<file path="src/core/pmits_pkg.sv">
// pmits_pkg: register map, field positions, legacy port ranges and timing
// constants for the power-management i/o trap and idle-timer block.
// assumes a 20 MHz core clock and 16-bit host i/o addresses.
package pmits_pkg;

    // register offsets on the 8-bit register port
    localparam logic [7:0] REG_PM_ENABLE_ONE   = 8'h80;
    localparam logic [7:0] REG_PM_ENABLE_THREE = 8'h82;
    localparam logic [7:0] REG_PM_ENABLE_FOUR  = 8'h83;
    localparam logic [7:0] REG_STAT_TRAP_VIEW  = 8'h86;
    localparam logic [7:0] REG_STAT_ACPI_VIEW  = 8'h87;
    localparam logic [7:0] REG_RANGE_CFG       = 8'h93;
    localparam logic [7:0] REG_SEC_IDLE_COUNT  = 8'hac;
    localparam logic [7:0] REG_STAT_TRAP_CLR   = 8'hf6;
    localparam logic [7:0] REG_STAT_ACPI_CLR   = 8'hf7;
    localparam logic [7:0] REG_TOP_VIEW        = 8'h00;
    localparam logic [7:0] REG_TOP_CLR         = 8'h02;

    // field positions
    localparam int EN1_PM_BIT      = 0;
    localparam int EN1_TIMERS_BIT  = 1;
    localparam int EN1_TRAPS_BIT   = 2;
    localparam int EN3_PRI_HD_BIT  = 0;
    localparam int EN3_FLOPPY_BIT  = 1;
    localparam int EN3_PARSER_BIT  = 2;
    localparam int EN4_ACPI_BIT    = 5;
    localparam int EN4_SEC_TRAP_BIT = 6;
    localparam int EN4_SEC_IDLE_BIT = 7;
    localparam int CFG_SER_LSB     = 0;
    localparam int CFG_SEC_SEL_BIT = 4;
    localparam int CFG_PRI_SEL_BIT = 5;
    localparam int ST_PRI_HD_BIT   = 0;
    localparam int ST_FLOPPY_BIT   = 1;
    localparam int ST_PARSER_BIT   = 2;
    localparam int ST_SEC_IDLE_BIT = 4;
    localparam int ST_SEC_TRAP_BIT = 5;
    localparam int ST_ACPI_BIT     = 0;
    localparam int TOP_SMI_BIT     = 0;

    // reset values
    localparam logic [7:0] ENABLE_RESET = 8'h00;
    localparam logic [7:0] CFG_RESET    = 8'h00;
    localparam logic [7:0] COUNT_RESET  = 8'h00;
    localparam logic [7:0] STATUS_RESET = 8'h00;

    // serial-port assignment codes that drop a range from the trap
    localparam logic [1:0] SER_DROP_FIRST  = 2'b10;
    localparam logic [1:0] SER_DROP_SECOND = 2'b11;

    // legacy i/o ranges
    localparam logic [15:0] LPT1_LO = 16'h03bc, LPT1_HI = 16'h03be;
    localparam logic [15:0] LPT2_LO = 16'h0378, LPT2_HI = 16'h037f;
    localparam logic [15:0] COM1_LO = 16'h03f8, COM1_HI = 16'h03ff;
    localparam logic [15:0] COM2_LO = 16'h02f8, COM2_HI = 16'h02ff;
    localparam logic [15:0] COM3_LO = 16'h03e8, COM3_HI = 16'h03ef;
    localparam logic [15:0] COM4_LO = 16'h02e8, COM4_HI = 16'h02ef;
    localparam logic [15:0] FDP_LO  = 16'h03f2, FDP_HI  = 16'h03f5, FDP_EXTRA = 16'h03f7;
    localparam logic [15:0] FDS_LO  = 16'h0372, FDS_HI  = 16'h0375, FDS_EXTRA = 16'h0377;
    localparam logic [15:0] HDP_LO  = 16'h01f0, HDP_HI  = 16'h01f7, HDP_CTL   = 16'h03f6;
    localparam logic [15:0] HDS_LO  = 16'h0170, HDS_HI  = 16'h0177, HDS_CTL   = 16'h0376;

    // idle timer timebase
    localparam int CLK_PERIOD_NS    = 50;
    localparam int IDLE_TICK_NS     = 1000000;
    localparam int IDLE_TICK_CYCLES = IDLE_TICK_NS / CLK_PERIOD_NS;

    // idle timer states
    typedef enum logic [1:0] {
        PMITS_T_OFF     = 2'b00,
        PMITS_T_RUN     = 2'b01,
        PMITS_T_EXPIRED = 2'b10
    } pmits_tstate_t;

    // inclusive range compare, used by every decoder range term; single ports compare equal
    function automatic logic in_range(input logic [15:0] a, input logic [15:0] lo, input logic [15:0] hi);
        in_range = (a >= lo) && (a <= hi);
    endfunction

endpackage

</file>
<file path="src/core/pmits_dec_if.sv">
// pmits_dec_if: address and range config going to the decoder, hits back.
// assumes both ends sit on clk_sys; the decode itself is combinational.
`timescale 1ns/1ps
interface pmits_dec_if;
    logic [15:0] addr;
    logic [1:0]  ser_assign;
    logic        pri_sel;
    logic        sec_sel;
    logic        hit_parser;
    logic        hit_floppy;
    logic        hit_pri_hd;
    logic        hit_sec_hd;
    modport dec  (input addr, ser_assign, pri_sel, sec_sel,
                  output hit_parser, hit_floppy, hit_pri_hd, hit_sec_hd);
    modport user (output addr, ser_assign, pri_sel, sec_sel,
                  input hit_parser, hit_floppy, hit_pri_hd, hit_sec_hd);
endinterface

</file>
<file path="src/core/pmits_decode.sv">
// pmits_decode: legacy i/o range decoder for the trap and idle logic.
// assumes a stable 16-bit address; outputs are pure combinational hits.
`timescale 1ns/1ps
module pmits_decode
    import pmits_pkg::*;
(
    pmits_dec_if.dec dif
);
    logic a_com1;
    logic a_com2;

    // first and second serial ranges, each droppable by the assignment field
    always_comb
    begin
        a_com1 = in_range(dif.addr, COM1_LO, COM1_HI) && (dif.ser_assign != SER_DROP_FIRST);
        a_com2 = in_range(dif.addr, COM2_LO, COM2_HI) && (dif.ser_assign != SER_DROP_SECOND);
        dif.hit_parser = in_range(dif.addr, LPT1_LO, LPT1_HI) || in_range(dif.addr, LPT2_LO, LPT2_HI)
                       || in_range(dif.addr, COM3_LO, COM3_HI) || in_range(dif.addr, COM4_LO, COM4_HI)
                       || a_com1 || a_com2;
        dif.hit_floppy = in_range(dif.addr, FDP_LO, FDP_HI) || (dif.addr == FDP_EXTRA)
                       || in_range(dif.addr, FDS_LO, FDS_HI) || (dif.addr == FDS_EXTRA);
        // select 0 takes command and control ports, select 1 only the command block
        dif.hit_pri_hd = in_range(dif.addr, HDP_LO, HDP_HI) || (!dif.pri_sel && dif.addr == HDP_CTL);
        dif.hit_sec_hd = in_range(dif.addr, HDS_LO, HDS_HI) || (!dif.sec_sel && dif.addr == HDS_CTL);
    end
endmodule

</file>
<file path="src/core/pmits_idle_timer.sv">
// pmits_idle_timer: reloadable down-counter that fires once when a nonzero count runs out.
// assumes tick is a one-cycle pulse from the same clock domain.
`timescale 1ns/1ps
module pmits_idle_timer
    import pmits_pkg::*;
(
    input  wire logic       clk_sys,
    input  wire logic       srst,
    input  wire logic       enable,
    input  wire logic       tick,
    input  wire logic       reload,
    input  wire logic [7:0] load_val,
    output logic            expire
);
    pmits_tstate_t state_reg;
    logic [7:0]    cnt_reg;
    logic          expire_reg;
    logic          last_tick;

    assign last_tick = tick && (cnt_reg == 8'h01);

    // count runs only while enabled; enabling starts from the programmed count
    always_ff @(posedge clk_sys)
    begin
        if (srst)
        begin
            state_reg <= PMITS_T_OFF;
            cnt_reg   <= COUNT_RESET;
        end
        else if (!enable)
            state_reg <= PMITS_T_OFF;                       // count is frozen, but re-enabling reloads load_val
        else if (reload || state_reg == PMITS_T_OFF)
        begin
            state_reg <= PMITS_T_RUN;
            cnt_reg   <= load_val;
        end
        else
        begin
            case (state_reg)
                PMITS_T_RUN:
                begin
                    if (last_tick || cnt_reg == 8'h00)
                    begin
                        state_reg <= PMITS_T_EXPIRED;
                        cnt_reg   <= 8'h00;
                    end
                    else if (tick)
                        cnt_reg <= cnt_reg - 8'h01;
                end
                PMITS_T_EXPIRED: cnt_reg <= 8'h00;          // parked until reloaded
                default:         state_reg <= PMITS_T_OFF;
            endcase
        end
    end

    // single pulse on the run-to-expired step taken by the last tick
    always_ff @(posedge clk_sys)
    begin
        if (srst)
            expire_reg <= 1'b0;
        else
            expire_reg <= enable && !reload && state_reg == PMITS_T_RUN && last_tick;
    end

    assign expire = expire_reg;

    a_expire_single: assert property (@(posedge clk_sys) disable iff (srst)
        expire |=> !expire [*3])
        else $error("idle timer expiry repeated");
    a_reload_value: assert property (@(posedge clk_sys) disable iff (srst)
        (enable && reload) |=> (cnt_reg == $past(load_val) && state_reg == PMITS_T_RUN))
        else $error("idle timer not reloaded with programmed count");
endmodule

</file>
<file path="src/core/pmits_top.sv">
// pmits_top: power-management i/o traps, secondary disk idle timer and
// acpi timer msb smi source, with second- and top-level status.
// assumes host i/o cycles and the acpi timer msb come from clk_sys logic.
`timescale 1ns/1ps
module pmits_top
    import pmits_pkg::*;
#(
    parameter int TICK_CYCLES = IDLE_TICK_CYCLES
)
(
    input  wire logic        clk_sys,
    input  wire logic        srst,
    input  wire logic [7:0]  reg_addr,
    input  wire logic [7:0]  reg_wdata,
    input  wire logic        reg_wr,
    input  wire logic        reg_rd,
    output logic      [7:0]  reg_rdata,
    input  wire logic        io_valid,
    input  wire logic [15:0] io_addr,
    input  wire logic        acpi_timer_msb,
    output logic             smi_out
);

    // software-visible control registers
    logic [7:0]  en_one_reg;
    logic [7:0]  en_three_reg;
    logic [7:0]  pm_enable_four_reg;
    logic [7:0]  cfg_reg;
    logic [7:0]  idle_count_reg;

    // status registers and their next values
    logic [7:0]  stat_trap_reg;
    logic [7:0]  stat_trap_next;
    logic        stat_acpi_reg;
    logic        stat_acpi_next;
    logic        top_reg;
    logic        top_next;
    logic [7:0]  rdata_reg;
    logic [7:0]  rdata_next;

    // gating and events
    logic        trap_gate;
    logic        timer_gate;
    logic        acpi_gate;
    logic        ev_parser;
    logic        ev_floppy;
    logic        ev_pri_hd;
    logic        ev_sec_trap;
    logic        ev_sec_idle;
    logic        ev_acpi;
    logic        any_event;
    logic        sec_access;
    logic [7:0]  trap_set;

    // acpi msb history and idle timebase
    logic        msb_prev_reg;
    logic [15:0] tick_cnt_reg;
    logic        tick;

    // read side effects
    logic        rd_clr_trap;
    logic        rd_clr_acpi;
    logic        rd_clr_top;

    pmits_dec_if dif ();

    // decoder sees the live host address and range configuration
    assign dif.addr       = io_addr;
    assign dif.ser_assign = cfg_reg[CFG_SER_LSB +: 2];
    assign dif.pri_sel    = cfg_reg[CFG_PRI_SEL_BIT];
    assign dif.sec_sel    = cfg_reg[CFG_SEC_SEL_BIT];

    pmits_decode u_decode (
        .dif (dif.dec)
    );

    // control register writes; everything starts disabled
    always_ff @(posedge clk_sys)
    begin
        if (srst)
        begin
            en_one_reg         <= ENABLE_RESET;
            en_three_reg       <= ENABLE_RESET;
            pm_enable_four_reg <= ENABLE_RESET;
            cfg_reg            <= CFG_RESET;
            idle_count_reg     <= COUNT_RESET;
        end
        else if (reg_wr)
        begin
            case (reg_addr)
                REG_PM_ENABLE_ONE:   en_one_reg         <= reg_wdata;
                REG_PM_ENABLE_THREE: en_three_reg       <= reg_wdata;
                REG_PM_ENABLE_FOUR:  pm_enable_four_reg <= reg_wdata;
                REG_RANGE_CFG:       cfg_reg            <= reg_wdata;
                REG_SEC_IDLE_COUNT:  idle_count_reg     <= reg_wdata;
                default:             ;
            endcase
        end
    end

    // nothing works until firmware turns on global power management
    assign trap_gate  = en_one_reg[EN1_PM_BIT] && en_one_reg[EN1_TRAPS_BIT];
    assign timer_gate = en_one_reg[EN1_PM_BIT] && en_one_reg[EN1_TIMERS_BIT]
                        && pm_enable_four_reg[EN4_SEC_IDLE_BIT];
    assign acpi_gate  = en_one_reg[EN1_PM_BIT] && pm_enable_four_reg[EN4_ACPI_BIT];

    // trap events qualify the decoded hit with the cycle and both enables
    assign ev_parser   = io_valid && dif.hit_parser && trap_gate
                         && en_three_reg[EN3_PARSER_BIT];
    assign ev_floppy   = io_valid && dif.hit_floppy && trap_gate
                         && en_three_reg[EN3_FLOPPY_BIT];
    assign ev_pri_hd   = io_valid && dif.hit_pri_hd && trap_gate
                         && en_three_reg[EN3_PRI_HD_BIT];
    assign ev_sec_trap = io_valid && dif.hit_sec_hd && trap_gate
                         && pm_enable_four_reg[EN4_SEC_TRAP_BIT];

    // any access in the secondary ranges restarts the idle count
    assign sec_access = io_valid && dif.hit_sec_hd;

    // free-running timebase for the idle timer, one pulse per period
    always_ff @(posedge clk_sys)
    begin
        if (srst)
            tick_cnt_reg <= 16'h0000;
        else if (tick)
            tick_cnt_reg <= 16'h0000;
        else
            tick_cnt_reg <= tick_cnt_reg + 16'h0001;
    end

    assign tick = (tick_cnt_reg == 16'(TICK_CYCLES - 1));

    pmits_idle_timer u_sec_idle (
        .clk_sys  (clk_sys),
        .srst     (srst),
        .enable   (timer_gate),
        .tick     (tick),
        .reload   (sec_access),
        .load_val (idle_count_reg),
        .expire   (ev_sec_idle)
    );

    // msb history; reset loads 0 as the reference before the first sample
    always_ff @(posedge clk_sys)
    begin
        if (srst)
            msb_prev_reg <= 1'b0;
        else
            msb_prev_reg <= acpi_timer_msb;
    end

    // either edge of the msb counts as a toggle
    assign ev_acpi = acpi_gate && (acpi_timer_msb != msb_prev_reg);

    // second-level trap status bits
    always_comb
    begin
        trap_set                  = 8'h00;
        trap_set[ST_PRI_HD_BIT]   = ev_pri_hd;
        trap_set[ST_FLOPPY_BIT]   = ev_floppy;
        trap_set[ST_PARSER_BIT]   = ev_parser;
        trap_set[ST_SEC_IDLE_BIT] = ev_sec_idle;
        trap_set[ST_SEC_TRAP_BIT] = ev_sec_trap;
    end

    assign any_event = (|trap_set) || ev_acpi;

    // reads of the clearing views wipe status; plain views leave it alone
    assign rd_clr_trap = reg_rd && (reg_addr == REG_STAT_TRAP_CLR);
    assign rd_clr_acpi = reg_rd && (reg_addr == REG_STAT_ACPI_CLR);
    assign rd_clr_top  = rd_clr_trap || rd_clr_acpi || (reg_rd && reg_addr == REG_TOP_CLR);

    // a new event in the clearing cycle survives the clear
    always_comb
    begin
        stat_trap_next = (rd_clr_trap ? STATUS_RESET : stat_trap_reg) | trap_set;
        stat_acpi_next = (rd_clr_acpi ? 1'b0 : stat_acpi_reg) | ev_acpi;
        top_next       = (rd_clr_top ? 1'b0 : top_reg) | any_event;
    end

    // status storage
    always_ff @(posedge clk_sys)
    begin
        if (srst)
        begin
            stat_trap_reg <= STATUS_RESET;
            stat_acpi_reg <= 1'b0;
            top_reg       <= 1'b0;
        end
        else
        begin
            stat_trap_reg <= stat_trap_next;
            stat_acpi_reg <= stat_acpi_next;
            top_reg       <= top_next;
        end
    end

    // smi is held while the top-level bit stands
    assign smi_out = top_reg;

    // read mux samples status before this cycle's clear takes effect
    always_comb
    begin
        rdata_next = 8'h00;
        case (reg_addr)
            REG_PM_ENABLE_ONE:   rdata_next = en_one_reg;
            REG_PM_ENABLE_THREE: rdata_next = en_three_reg;
            REG_PM_ENABLE_FOUR:  rdata_next = pm_enable_four_reg;
            REG_RANGE_CFG:       rdata_next = cfg_reg;
            REG_SEC_IDLE_COUNT:  rdata_next = idle_count_reg;
            REG_STAT_TRAP_VIEW,
            REG_STAT_TRAP_CLR:   rdata_next = stat_trap_reg;
            REG_STAT_ACPI_VIEW,
            REG_STAT_ACPI_CLR:   rdata_next[ST_ACPI_BIT] = stat_acpi_reg;
            REG_TOP_VIEW,
            REG_TOP_CLR:         rdata_next[TOP_SMI_BIT] = top_reg;
            default:             rdata_next = 8'h00;
        endcase
    end

    // read data stands only in the cycle after the strobe
    always_ff @(posedge clk_sys)
    begin
        if (srst)
            rdata_reg <= 8'h00;
        else if (reg_rd)
            rdata_reg <= rdata_next;
        else
            rdata_reg <= 8'h00;
    end

    assign reg_rdata = rdata_reg;

    // checks on the trap, timer and acpi paths

    a_parser_status: assert property (@(posedge clk_sys) disable iff (srst)
        (io_valid && dif.hit_parser && trap_gate && en_three_reg[EN3_PARSER_BIT])
        |=> (stat_trap_reg[ST_PARSER_BIT] && smi_out))
        else $error("parallel/serial trap did not set its status");

    a_floppy_status: assert property (@(posedge clk_sys) disable iff (srst)
        (io_valid && dif.hit_floppy && trap_gate && en_three_reg[EN3_FLOPPY_BIT])
        |=> stat_trap_reg[ST_FLOPPY_BIT])
        else $error("floppy trap did not set its status");

    a_pri_hd_status: assert property (@(posedge clk_sys) disable iff (srst)
        (io_valid && dif.hit_pri_hd && trap_gate && en_three_reg[EN3_PRI_HD_BIT])
        |=> stat_trap_reg[ST_PRI_HD_BIT])
        else $error("primary disk trap did not set its status");

    a_sec_trap_now: assert property (@(posedge clk_sys) disable iff (srst)
        (io_valid && dif.hit_sec_hd && trap_gate && pm_enable_four_reg[EN4_SEC_TRAP_BIT])
        |=> (stat_trap_reg[ST_SEC_TRAP_BIT] && smi_out))
        else $error("secondary disk trap did not raise smi next cycle");

    a_idle_expiry: assert property (@(posedge clk_sys) disable iff (srst)
        ev_sec_idle |=> (stat_trap_reg[ST_SEC_IDLE_BIT] && smi_out))
        else $error("idle expiry did not set status and smi");

    a_trap_gated: assert property (@(posedge clk_sys) disable iff (srst)
        $rose(stat_trap_reg[ST_PARSER_BIT]) |-> $past(trap_gate))
        else $error("trap status set with global trap enable off");

    a_acpi_toggle: assert property (@(posedge clk_sys) disable iff (srst)
        (acpi_gate && $changed(acpi_timer_msb) && !$past(srst))
        |=> (stat_acpi_reg && smi_out))
        else $error("acpi msb toggle did not raise smi");

    a_set_beats_clear: assert property (@(posedge clk_sys) disable iff (srst)
        (rd_clr_top && any_event) |=> smi_out)
        else $error("event lost under a status clear");

    a_reset_disabled: assert property (@(posedge clk_sys) disable iff (srst)
        $fell(srst) |-> (en_one_reg == 8'h00 && pm_enable_four_reg == 8'h00 && !smi_out))
        else $error("enables not cleared by reset");

    // decoder cross-checks built from the raw range constants, so a decode slip shows up here, then enable gating of the status bits
    a_com1_dropped: assert property (@(posedge clk_sys) disable iff (srst)
        (in_range(io_addr, COM1_LO, COM1_HI) && cfg_reg[CFG_SER_LSB +: 2] == SER_DROP_FIRST) |-> !dif.hit_parser)
        else $error("first serial range hit while assigned away");

    a_com2_dropped: assert property (@(posedge clk_sys) disable iff (srst)
        (in_range(io_addr, COM2_LO, COM2_HI) && cfg_reg[CFG_SER_LSB +: 2] == SER_DROP_SECOND) |-> !dif.hit_parser)
        else $error("second serial range hit while assigned away");

    a_printer_hit: assert property (@(posedge clk_sys) disable iff (srst)
        (io_valid && (in_range(io_addr, LPT1_LO, LPT1_HI) || in_range(io_addr, LPT2_LO, LPT2_HI))
         && trap_gate && en_three_reg[EN3_PARSER_BIT]) |=> (stat_trap_reg[ST_PARSER_BIT] && smi_out))
        else $error("printer port access not trapped");

    a_serial_hit: assert property (@(posedge clk_sys) disable iff (srst)
        (io_valid && (in_range(io_addr, COM3_LO, COM3_HI) || in_range(io_addr, COM4_LO, COM4_HI))
         && trap_gate && en_three_reg[EN3_PARSER_BIT]) |=> (stat_trap_reg[ST_PARSER_BIT] && smi_out))
        else $error("third or fourth serial access not trapped");

    a_floppy_hit: assert property (@(posedge clk_sys) disable iff (srst)
        (io_valid && (in_range(io_addr, FDP_LO, FDP_HI) || io_addr == FDP_EXTRA
         || in_range(io_addr, FDS_LO, FDS_HI) || io_addr == FDS_EXTRA)
         && trap_gate && en_three_reg[EN3_FLOPPY_BIT]) |=> (stat_trap_reg[ST_FLOPPY_BIT] && smi_out))
        else $error("floppy port access not trapped");

    a_pri_hd_hit: assert property (@(posedge clk_sys) disable iff (srst)
        (io_valid && in_range(io_addr, HDP_LO, HDP_HI) && trap_gate && en_three_reg[EN3_PRI_HD_BIT])
        |=> (stat_trap_reg[ST_PRI_HD_BIT] && smi_out))
        else $error("primary disk command access not trapped");

    a_sec_hd_hit: assert property (@(posedge clk_sys) disable iff (srst)
        (io_valid && in_range(io_addr, HDS_LO, HDS_HI) && trap_gate && pm_enable_four_reg[EN4_SEC_TRAP_BIT])
        |=> (stat_trap_reg[ST_SEC_TRAP_BIT] && smi_out))
        else $error("secondary disk command access not trapped");

    a_floppy_gated: assert property (@(posedge clk_sys) disable iff (srst)
        $rose(stat_trap_reg[ST_FLOPPY_BIT]) |-> $past(trap_gate))
        else $error("floppy status set with global trap enable off");

    a_pri_hd_gated: assert property (@(posedge clk_sys) disable iff (srst)
        $rose(stat_trap_reg[ST_PRI_HD_BIT]) |-> $past(trap_gate))
        else $error("primary disk status set with global trap enable off");

    a_acpi_gated: assert property (@(posedge clk_sys) disable iff (srst)
        $rose(stat_acpi_reg) |-> $past(acpi_gate))
        else $error("acpi status set with its enable off");

    // reset must leave every enable off on the very next edge
    a_enable_reset: assert property (@(posedge clk_sys)
        srst |=> (en_one_reg == ENABLE_RESET && en_three_reg == ENABLE_RESET && pm_enable_four_reg == ENABLE_RESET))
        else $error("enables not off after reset");

endmodule

</file>
<file path="config.mk">
export PLATFORM = sky130hd
export DESIGN_NAME = pmits_top
export DESIGN_NICKNAME = d
export VERILOG_FILES = /design/src/core/pmits_pkg.sv /design/src/core/pmits_dec_if.sv /design/src/core/pmits_decode.sv /design/src/core/pmits_idle_timer.sv /design/src/core/pmits_top.sv
export SDC_FILE = /design/constraint.sdc
export NUM_CORES = 1
export LEC_CHECK = 0
export BUFFER_PORTS_ARGS = -buffer_cell sky130_fd_sc_hd__buf_2
export CORE_MARGIN = 4
export CORE_UTILIZATION = 59
export DETAILED_ROUTE_END_ITERATION = 8
export GPL_TIMING_DRIVEN = 0
export PLACE_DENSITY = 0.8
export SLEW_MARGIN = 15
export SYNTH_ARGS = -nofsm -noshare
export SYNTH_HDL_FRONTEND = slang
export SYNTH_HIERARCHICAL = 1
export SYNTH_SLANG_ARGS = --single-unit
</file>
<file path="constraint.sdc">
create_clock -name clk_sys -period 6.17 [get_ports clk_sys]
set_input_delay 0.617 -clock clk_sys [delete_from_list [all_inputs] [get_ports clk_sys]]
set_output_delay 0.617 -clock clk_sys [all_outputs]
set_load 0.01 [all_outputs]
</file>
== After elaboration in Yosys (flattened, before gate mapping) ==
Cells that the tools add are included.
Cells by class
  add/subtract/negate cells: 2
  $lt $le $gt $ge: 20
  equality and inequality tests: 25
  multiplexer cells: 12
  bitwise logic cells: 6
  reductions and logical operators: 76
Operators by type and width (count)
  16-bit by 10-bit >= comparator with 1-bit output (second input constant): 8
  16-bit by 10-bit <= comparator with 1-bit output (second input constant): 8
  8-bit equality test (second input constant): 9
  16-bit by 10-bit equality test with 1-bit output (second input constant): 4
  7-bit one-hot mux with 6 select lines: 1
  1-bit logical AND: 38
  16-bit by 9-bit >= comparator with 1-bit output (second input constant): 2
  16-bit by 9-bit <= comparator with 1-bit output (second input constant): 2
  8-bit two-way mux: 4
  16-bit by 1-bit adder with 16-bit output (second input constant): 1
  16-bit by 15-bit equality test with 1-bit output (second input constant): 1
  8-bit zero test: 2
  8-bit one-hot mux with 2 select lines: 1
  1-bit logical OR: 15
  2-bit AND reduction: 7
  2-bit OR reduction: 6
  8-bit by 1-bit equality test with 1-bit output (second input constant): 1
  8-bit by 2-bit equality test with 1-bit output (second input constant): 1
  8-bit by 6-bit OR with 8-bit output: 1
  1-bit one-hot mux with 8 select lines: 1
  8-bit by 1-bit subtractor with 8-bit output (second input constant): 1
  5-bit OR reduction: 1
  2-bit by 1-bit inequality test with 1-bit output (second input constant): 2
  2-bit inequality test (second input constant): 2
  other kinds (15): 22
Word-level totals
  flip-flop bits (word level): 86
  bits of input ports: 38
  output and inout bits: 9
  logic and storage cells: 156

== Logic depth before layout (Yosys ltp) ==
Gate-level depths: netlist of the first run.
  depth in word-level cells: 13
  depth in mapped cells: 9
  mapped depth without buffers: 9

== Modules after synthesis ==
The synthesis of the first run kept the hierarchy.
Modules (own cells, without submodules)
  pmits_top: times used 1, cells an instance 350, area each 3200.6 µm²
  pmits_idle_timer: times used 1, cells an instance 96, area each 780.7 µm²
  pmits_decode: times used 1, cells an instance 24, area each 157.7 µm²

== Worst setup path after synthesis of the first run ==
OpenSTA, ideal clock, no wires.
  path kind: input-to-reg
  start point: in io_addr[10]
  end point: reg u_sec_idle.cnt_reg[6]
  library setup time: 0.140 ns
  arrival time: 2.549 ns
  required time: 6.030 ns
  setup slack: 3.481 ns
  stages: 9
  buffers on the path: 0
  cells stage by stage: nor4_1 nand3_1 or4b_4 nor3_2 and2_1 nand2b_1 a41oi_1 a221oi_1 o32ai_1
Between the ends
  longest elaborated chain between the ends: 7
  elaborated cells on any way between the ends: 12
  classes of those cells: order compare: 2; eq/ne: 2; mux: 1; reduce/logical: 7
Ends and longest elaborated chain
  start: declaration: line pmits_top.sv:19  | input wire logic [15:0] io_addr,
  16-bit by 9-bit >= comparator with 1-bit output, or another cell as far along: line pmits_pkg.sv:76  | in_range = (a >= lo) && (a <= hi);
  1-bit logical AND (on tied branches): line pmits_pkg.sv:76, pmits_decode.sv:24
  1-bit logical OR (*): line pmits_decode.sv:24  | dif.hit_sec_hd = in_range(dif.addr, HDS_LO, HDS_HI) || (!dif.sec_sel && dif.addr == HDS_CTL);
  net dif.hit_sec_hd: line pmits_dec_if.sv:12  | logic hit_sec_hd;
  1-bit logical AND (*): line pmits_top.sv:118  | assign sec_access = io_valid && dif.hit_sec_hd;
  net sec_access: line pmits_top.sv:52  | logic sec_access;
  1-bit logical OR (*): line pmits_idle_timer.sv:32  | else if (reload || state_reg == PMITS_T_OFF)
  4-bit by 1-bit inequality test with 1-bit output (no line) or 3-bit nonzero test (tied branches)
  3-bit AND reduction (no line)
  end signal: assignment: line pmits_idle_timer.sv:35  | cnt_reg <= load_val;
  end signal: assignment: line pmits_idle_timer.sv:48  | cnt_reg <= cnt_reg - 8'h01;
  end: declaration: line pmits_idle_timer.sv:16  | logic [7:0] cnt_reg;
Mark *: on every way through the listed nets, which the timed path passes. The rest lies on a longest branch.
A chain may end at the register's enable or synchronous reset.

== Final worst setup path of the first run ==
  start point: in io_addr[10]
  end point: reg u_sec_idle.cnt_reg[5]
The elaborated chain is that of the path after synthesis.

==> results of run 1 <==
==> power breakdown <==
part | total [uW] | internal (uW) | switching [uW]
sequential | 539 | 537 | 1.69
combinational | 58.5 | 20.7 | 37.8
clock | 409 | 219 | 190
==> cell usage after synthesis (6+ instances only) <==
master     count  share of area
a21oi_1       40          0.048
a22oi_1        9          0.016
a2bb2oi_1      6          0.013
clkbuf_1      14          0.013
dfxtp_1       83           0.40
inv_1         18          0.016
mux2_2         9          0.024
mux2i_1       31          0.075
nand2_1       34          0.031
nand3_1       28          0.034
nor2_1        50          0.045
nor4_1        12          0.018
or3_1          8          0.012
xnor2_1        7          0.015
==> logic make-up (layout without fill, tap and decap cells) <==
logic type | count (synthesis) | after routing
AO/OA/AOI/OAI | 102 | 102
XOR/XNOR | 12 | 12
adder cells (fa/ha/maj) | 4 | 4
buffers and inverters | 40 | 100
flip-flops | 83 | 83
multiplexers | 40 | 40
AND/OR/NAND/NOR | 189 | 189
==> cells in the final DEF, fill, tap and decap left out, types with 3 or more instances in the layout <==
master | netlist | final
nor4_1 | 12 | 12
a211oi_1 | 3 | 3
or3_1 | 8 | 8
o31ai_1 | 4 | 4
o32ai_1 | 5 | 5
nand2b_1 | 5 | 5
o21ai_0 | 5 | 5
buf_2 | 3 | 47
or2_2 | 3 | 3
nand2_1 | 34 | 34
nor3_1 | 3 | 3
and3_1 | 4 | 4
ha_1 | 4 | 4
nand4_1 | 5 | 5
dfxtp_1 | 83 | 83
or4_1 | 5 | 5
nor2_1 | 50 | 50
a21oi_1 | 40 | 40
nand3_1 | 28 | 28
xnor2_1 | 7 | 7
a32oi_1 | 5 | 5
mux2_2 | 9 | 9
clkbuf_1 | 14 | 14
inv_1 | 18 | 18
a22oi_1 | 9 | 9
nor3_2 | 3 | 3
xor2_1 | 5 | 5
clkbuf_8 | 0 | 12
a2bb2oi_1 | 6 | 6
a221oi_1 | 4 | 4
nor2b_1 | 3 | 3
mux2i_1 | 31 | 31
==> metal layers <==
| layer | vias up | wire length [um] | track usage | share of wire |
|---|---|---|---|---|
| li1 | 1847 | - | - | - |
| met1 | 1830 | 4810 | 0.362 | 0.45 |
| met2 | 212 | 4790 | 0.400 | 0.45 |
| met3 | 22 | 857 | 0.0345 | 0.080 |
| met4 | 0 | 192 | 0.0928 | 0.018 |
| met5 | - | 0 | 0 | 0 |
==> final timing paths <==
kind                    from                    end  cells past startpoint
max reg2reg  tick_cnt_reg[0]  u_sec_idle/cnt_reg[5]                      7
min          tick_cnt_reg[0]        tick_cnt_reg[0]                      1
min reg2reg  tick_cnt_reg[0]        tick_cnt_reg[0]                      1
max              io_addr[10]  u_sec_idle/cnt_reg[5]                     10
==> final cells by class <==
class	instances	area (um2)	area share
flip-flops and latches	83	1660	0.354
plain buffers	21	98.8	0.0211
multi-input cells	347	2310	0.492
clock inverters	4	47.5	0.0101
well taps	96	120	0.0256
inverters	19	71.3	0.0152
clock buffers	12	165	0.0352
repair buffers	44	220	0.0469
==> per-stage QoR <==
stage	instances	instance area (um2)	utilization	setup WS (ns)
after floorplan	470	4140	-	3.48
after global placement	610	4480	0.659	3.03
after detailed placement	610	4480	0.659	2.96
after CTS	626	4690	0.691	3.32
after global routing	626	4690	0.691	3.02
final	626	4690	0.691	3.25
==> results.md, run 1 <==
* Die width at 91.8 um
* R2R Setup Slk at around 3.4 ns
* Crit-path leading delay family: simple AND/OR/NAND/NOR gates
* Syn Inst Count at 470
* CTS Buffer Depth at 2
* Power per Cell Area at 214 mW/mm2
* Core footprint at just under 0.007 mm2
* GPL Wtd Cong at around 0.91
* Root Driver: clkbuf_8
* Row cnt at 30
* Cts hold-fix bufs at 0
* IO Pins at 47
* Inserted Clock Buffers at 9
* Top FF cell, synth: dfxtp_1
* Fraction of the mapped netlist area in simple logic gates at 0.251
* First-pass GRT wire length at around 18000 um
* DRC viols at 0
* Hold/Removal Path Class: reg -> reg
* I/O Buffers at 44
* Worst clock skew at 0.0122 ns
* Synthesis warning total at 6
* Outcome: completed
* H-tree Lvls at 3
* Syn Nets at around 500
* Sequential element share of the synthesized area at 0.401
* Nets at between 500 and 600
* RSZ-0062 raised after global routing: no
* Total GRT Usage at 0.256
* Setup tns final at 0 ns
* Setup crit end kind: flop
* Critical path arrival at 3.18 ns
* CP Class: in -> reg
* Vias at 3911
* DRT antenna net count at 0
* Initial antenna violation count at 0
* Critical path's slowest cell: or4b_4
* Max reg flops at 16
* Initial Util at 0.609
* Post-DP HPWL at around 7800 um
* Worst skew pair latency at ~0.34 ns
* Post-Syn Area at roughly 0.0041 mm2
* Wire length per cell at 17.0 um
* Routed Wire Length at roughly 11000 um
* Final Hold Fails at 0
* Flops & latches, synth at 83
* Fin. max-slew vios at 0
* Max cap viols at 0
* Layout cells sized above 1 at 0.174
* # diodes at 0
* Crit-path cells: buf_2 > nor4_1 > nand3_1 > or4b_4 > nor3_2 > and2_1 > nor2b_1 > a21oi_1 > o21ai_0 > o32ai_1
* Layout area overhead at 13.4%
* Peak Freq at roughly 340 MHz
* Power Total at ~1000 uW
* Kind of start point of the critical path: input port
* Minimum clock period at between 2 and 3 ns
* Setup violators final at 0
* Async set-reset flop share out of synthesis at 0
* Mapped Avg Cell Area at a little under 9 um2
* 1st-pass router iterations at 5
* Post-synth EDFFs at 0
* Die H at 91.8 um
* Vias in the first global route at between 3k and 4k
* Crit path buf inv count at 1
* CP max FO at 5
* Worst Path Required at roughly 6.4 ns
* Adder-Cell Fraction of Synth Area at 0.0121
* P_leak at about 0.0018 uW
* Mux contribution to synthesized area at 0.0995
* Die area at about 0.0084 mm2
* Fill count at about 560
* CTS tree: yes
* Worst-Margin Slew at between 0.8 and 0.9 ns
* Clk sinks at 83
* Congestion Overflow GR at 0
* Post-CTS setup buffers at 0
* Largest net degree at the start of global routing at 14
* Post-synthesis cell type count at 68
* Initial DRC Count at between 300 and 400
* Reg clk slew, reported paths at 0.08 ns
* Cts repair resizes at 0
* Headroom to the max-slew limit at 0.404
* Largest family of logic cells by synthesized area: simple AND/OR/NAND/NOR gates
* Max stage delay on crit path at ~0.54 ns
* Synth Area in Compound Gates at 0.170
* Hold slack final at 0.451 ns
* Peak supply drop at 163 uV
* Final period utilization at 0.474
* Vias/cell at approximately 6.2
* Xor/xnor share of the synthesized area at 0.0254
No activity file was read; power rests on OpenSTA's default activity.
==> run 2, diff against run 1 <==
ABC_AREA = 1   (was unset)
clock period = 2.8 ns   (was 6.17 ns; I/O delays follow)
==> run 2 against run 1 <==
Global-route usage grew 0.55 points. Non-clock buffer count fell by 5. Worst setup slack got worse by 2.5 ns. Design area grew 11%.
==> results.md, run 2 <==
* Outcome: completed (unchanged)
* I/O Buffers at 45 (was 44)
* CTS Buffer Depth at 2 (unchanged)
* Clk sinks at 83 (unchanged)
* Worst skew pair latency at 0.37 ns (was 0.34 ns)
* Critical path arrival at 2.30 ns (was 3.18 ns)
* Root Driver: clkbuf_8 (unchanged)
* Die area at 0.00931 mm2 (was 0.00842 mm2)
* Cts repair resizes at 0 (unchanged)
* Layout area overhead at 13.0% (was 13.4%)
* Reg clk slew, reported paths at 0.09 ns (was 0.08 ns)
* Final instance area at 0.00522 mm2 (was 0.00469 mm2)
* Area leader, netlist: dfxtp_1 (unchanged)
* DRC viols at 0 (unchanged)
* Fin. max-slew vios at 0 (unchanged)
* Initial DRC Count at 276 (was 371)
* Critical path's slowest cell: dfxtp_1 (was or4b_4)
* Worst Path Required at 3.07 ns (was 6.43 ns)
* Post-DP HPWL at 9080 um (was 7830 um)
* CP Class: reg -> reg (was in -> reg)
* Most frequent cells in the layout: nand2_1, nor2_1, nand3_1, dfxtp_1, inv_1 (was dfxtp_1, nor2_1, buf_2, a21oi_1, nand2_1)
* Commonest cells in the netlist: nand2_1, nor2_1, nand3_1 (was dfxtp_1, nor2_1, a21oi_1)
* Leading cell type in the layout, fill and taps excluded: nand2_1 (was dfxtp_1)
* Max cap viols at 0 (unchanged)
* Total GRT Usage at 0.262 (was 0.256)
* Peak supply drop at 372 uV (was 163 uV)
* Synth top area share at 0.360 (was 0.401)
* Minimum clock period at between 2 and 2.5 ns
* Die H at 96.5 um (was 91.8 um)
* Post-Syn Area at 0.00462 mm2 (was 0.00414 mm2)
* DR top layer: met4 (unchanged)
* Async set-reset flop share out of synthesis at 0 (unchanged)
* Worst reg2reg path depth at 15 (was 7)
* Final Hold Fails at 0 (unchanged)
* GPL Wtd Cong at 0.883 (was 0.909)
* Largest net degree at the start of global routing at 16 (was 14)
* Hold/Removal Path Class: in -> reg (was reg -> reg)
* Fin util at 0.679 (was 0.691)
* Fin worst setup slack at 0.773 ns (was 3.25 ns)
* Mapped Avg Cell Area at 6.65 um2 (was 8.81 um2)
* Post-synthesis cell type count at 39 (was 68)
* Worst reg2reg startpoint: tick_cnt_reg[0] (unchanged)
* Crit-path most repeated cell: nand2_1
* Setup violators final at 0 (unchanged)
* CP max FO at 10 (was 5)
* Met3 WL post-DR at 798 um (was 857 um)
* Nets at 793 (was 567)
* Core footprint at 0.00769 mm2 (was 0.00679 mm2)
* Die width at 96.5 um (was 91.8 um)
* Post-synth EDFFs at 0 (unchanged)
* Top FF cell, synth: dfxtp_1 (unchanged)
* Placed inst area at 0.00497 mm2 (was 0.00448 mm2)
* Synthesis warning total at 6 (unchanged)
* Worst Setup SP: tick_cnt_reg[0] (was io_addr[10])
* Max reg flops at 16 (unchanged)
* Max stage delay on crit path at 0.36 ns (was 0.54 ns)
* Post-CTS setup buffers at 0 (unchanged)
* 1st-pass router iterations at 5 (unchanged)
* Vias at 4665 (was 3911)
* Kind of start point of the critical path: flop (was input port)
* Syn Nets at 737 (was 512)
* Setup tns final at 0 ns (unchanged)
* Final period utilization at 0.724
* Initial Util at 0.601 (was 0.609)
* DRT antenna net count at 0 (unchanged)
* Vias/cell at 5.44 (was 6.25)
* Peak Freq at ~490 MHz
* First-pass GRT wire length at 19100 um (was 17700 um)
* H-tree Lvls at 3 (unchanged)
* WL met2 at 6010 um (was 4790 um)
* WHS Path Cells at 3 (was 1)
* Congestion Overflow GR at 0 (unchanged)
* Worst hold start: acpi_timer_msb (was tick_cnt_reg[0])
* # diodes at 0 (unchanged)
* Hold slack final at 0.155 ns (was 0.451 ns)
* Row cnt at 32 (was 30)
* Fill count at 705 (was 562)
* Worst-Margin Slew at 0.555 ns (was 0.882 ns)
* Pre-CTS setup slack at 0.580 ns (was 2.96 ns)
* IO Pins at 47 (unchanged)
* Syn Inst Count at 695 (was 470)
* Initial antenna violation count at 0 (unchanged)
* Metal1 wirelength at 4730 um (was 4810 um)
* Wire length per cell at 13.7 um (was 17.0 um)
* RSZ-0062 raised after global routing: no (unchanged)
* Most frequent cell after synthesis: nand2_1 (was dfxtp_1)
* Flops & latches, synth at 83 (unchanged)
* Vias in the first global route at 4349 (was 3711)
* Worst clock skew at 0.0150 ns (was 0.0122 ns)
* Setup crit end kind: flop (unchanged)
* CTS tree: yes (unchanged)
* Headroom to the max-slew limit at 0.630 (was 0.404)
* Inserted Clock Buffers at 9 (unchanged)
* P_leak at 0.00225 uW (was 0.00184 uW)
* Cts hold-fix bufs at 0 (unchanged)
* Routed Wire Length at 11800 um (was 10700 um)
* Top area cells in the synthesized netlist: dfxtp_1, nand2_1, nand3_1 (was dfxtp_1, mux2i_1, a21oi_1)
* Sequential element share of the synthesized area at 0.360 (was 0.401)
* Layout cells sized above 1 at 0.167 (was 0.174)
* Power per Cell Area at 462 mW/mm2 (was 214 mW/mm2)
* Crit-path cells: ha_1 > nand2_1 > inv_1 > nand2_1 > nor2_1 > nand2_1 > inv_1 > nand2_1 > nand2_1 > nand4_4 > nand3_4 > nand2_4 > buf_6 > nor2_1 > nor2_1 (was buf_2 > nor4_1 > nand3_1 > or4b_4 > nor3_2 > and2_1 > nor2b_1 > a21oi_1 > o21ai_0 > o32ai_1)
==> run 2: cell types whose count changed in the layout (fill, tap and decap cells not counted), sizes merged, moves of 13 or more <==
| cell | before | now |
|---|---|---|
| nand3 | 28 | 96 |
| o21ai | 5 | 27 |
| inv | 18 | 74 |
| mux2i | 31 | 0 |
| nor2 | 50 | 131 |
| clkbuf | 27 | 14 |
| nand2 | 34 | 169 |
==> run 2: power breakdown <==
part / total [uW] / switching (uW) / leakage (uW) / internal (uW)
Clock: 1060 / 463 / 0.000120 / 600
Sequential: 1190 / 3.37 / 0.000669 / 1180
Combinational: 163 / 114 / 0.00146 / 48.8
==> run 2: through the flow <==
stage,total power (uW),cells
6_report,2410,858
5_1_grt,2490,858
4_1_cts,2420,858
3_5_place_dp,1380,842
3_3_place_gp,1370,842
2_1_floorplan,1300,695
==> run 2: critical path: cells and delay by family, from the launching register on <==
kind                     cells  cell delay [ns]
adder cells (fa/ha/maj)      1             0.18
buffers and inverters        3             0.32
flip-flops                   1             0.36
AND/OR/NAND/NOR             11             1.08
==> run 2: kinds of logic after synthesis <==
kind of cell / share of synthesized area
AOI/OAI and AO/OA: 0.0961
xor gates and xnor gates: 0.0133
and+or+nand+nor: 0.437
adders and majority gates: 0.0108
DFF: 0.360
buffers and inverters: 0.0831
==> run 2: final timing paths <==
kind | end | slack [ns]
min | msb_prev_reg | 0.16
max | u_sec_idle/cnt_reg[1] | 0.77
min reg2reg | tick_cnt_reg[0] | 0.47
max reg2reg | u_sec_idle/cnt_reg[1] | 0.77
==> run 2: final cells by class <==
class,instances,area (um2),area share
multi-input cells,524,2580,0.493
flip-flops and latches,83,1660,0.318
inverters,73,274,0.0525
repair buffers,45,225,0.0431
well taps,102,128,0.0244
clock buffers,9,124,0.0237
clock inverters,7,124,0.0237
plain buffers,15,110,0.0211
==> run 2: layer usage <==
metal	global-route usage	vias up
met3	0.0565	26
met2	0.467	158
met5	0	-
li1	-	2359
met4	0.0864	0
met1	0.311	2122
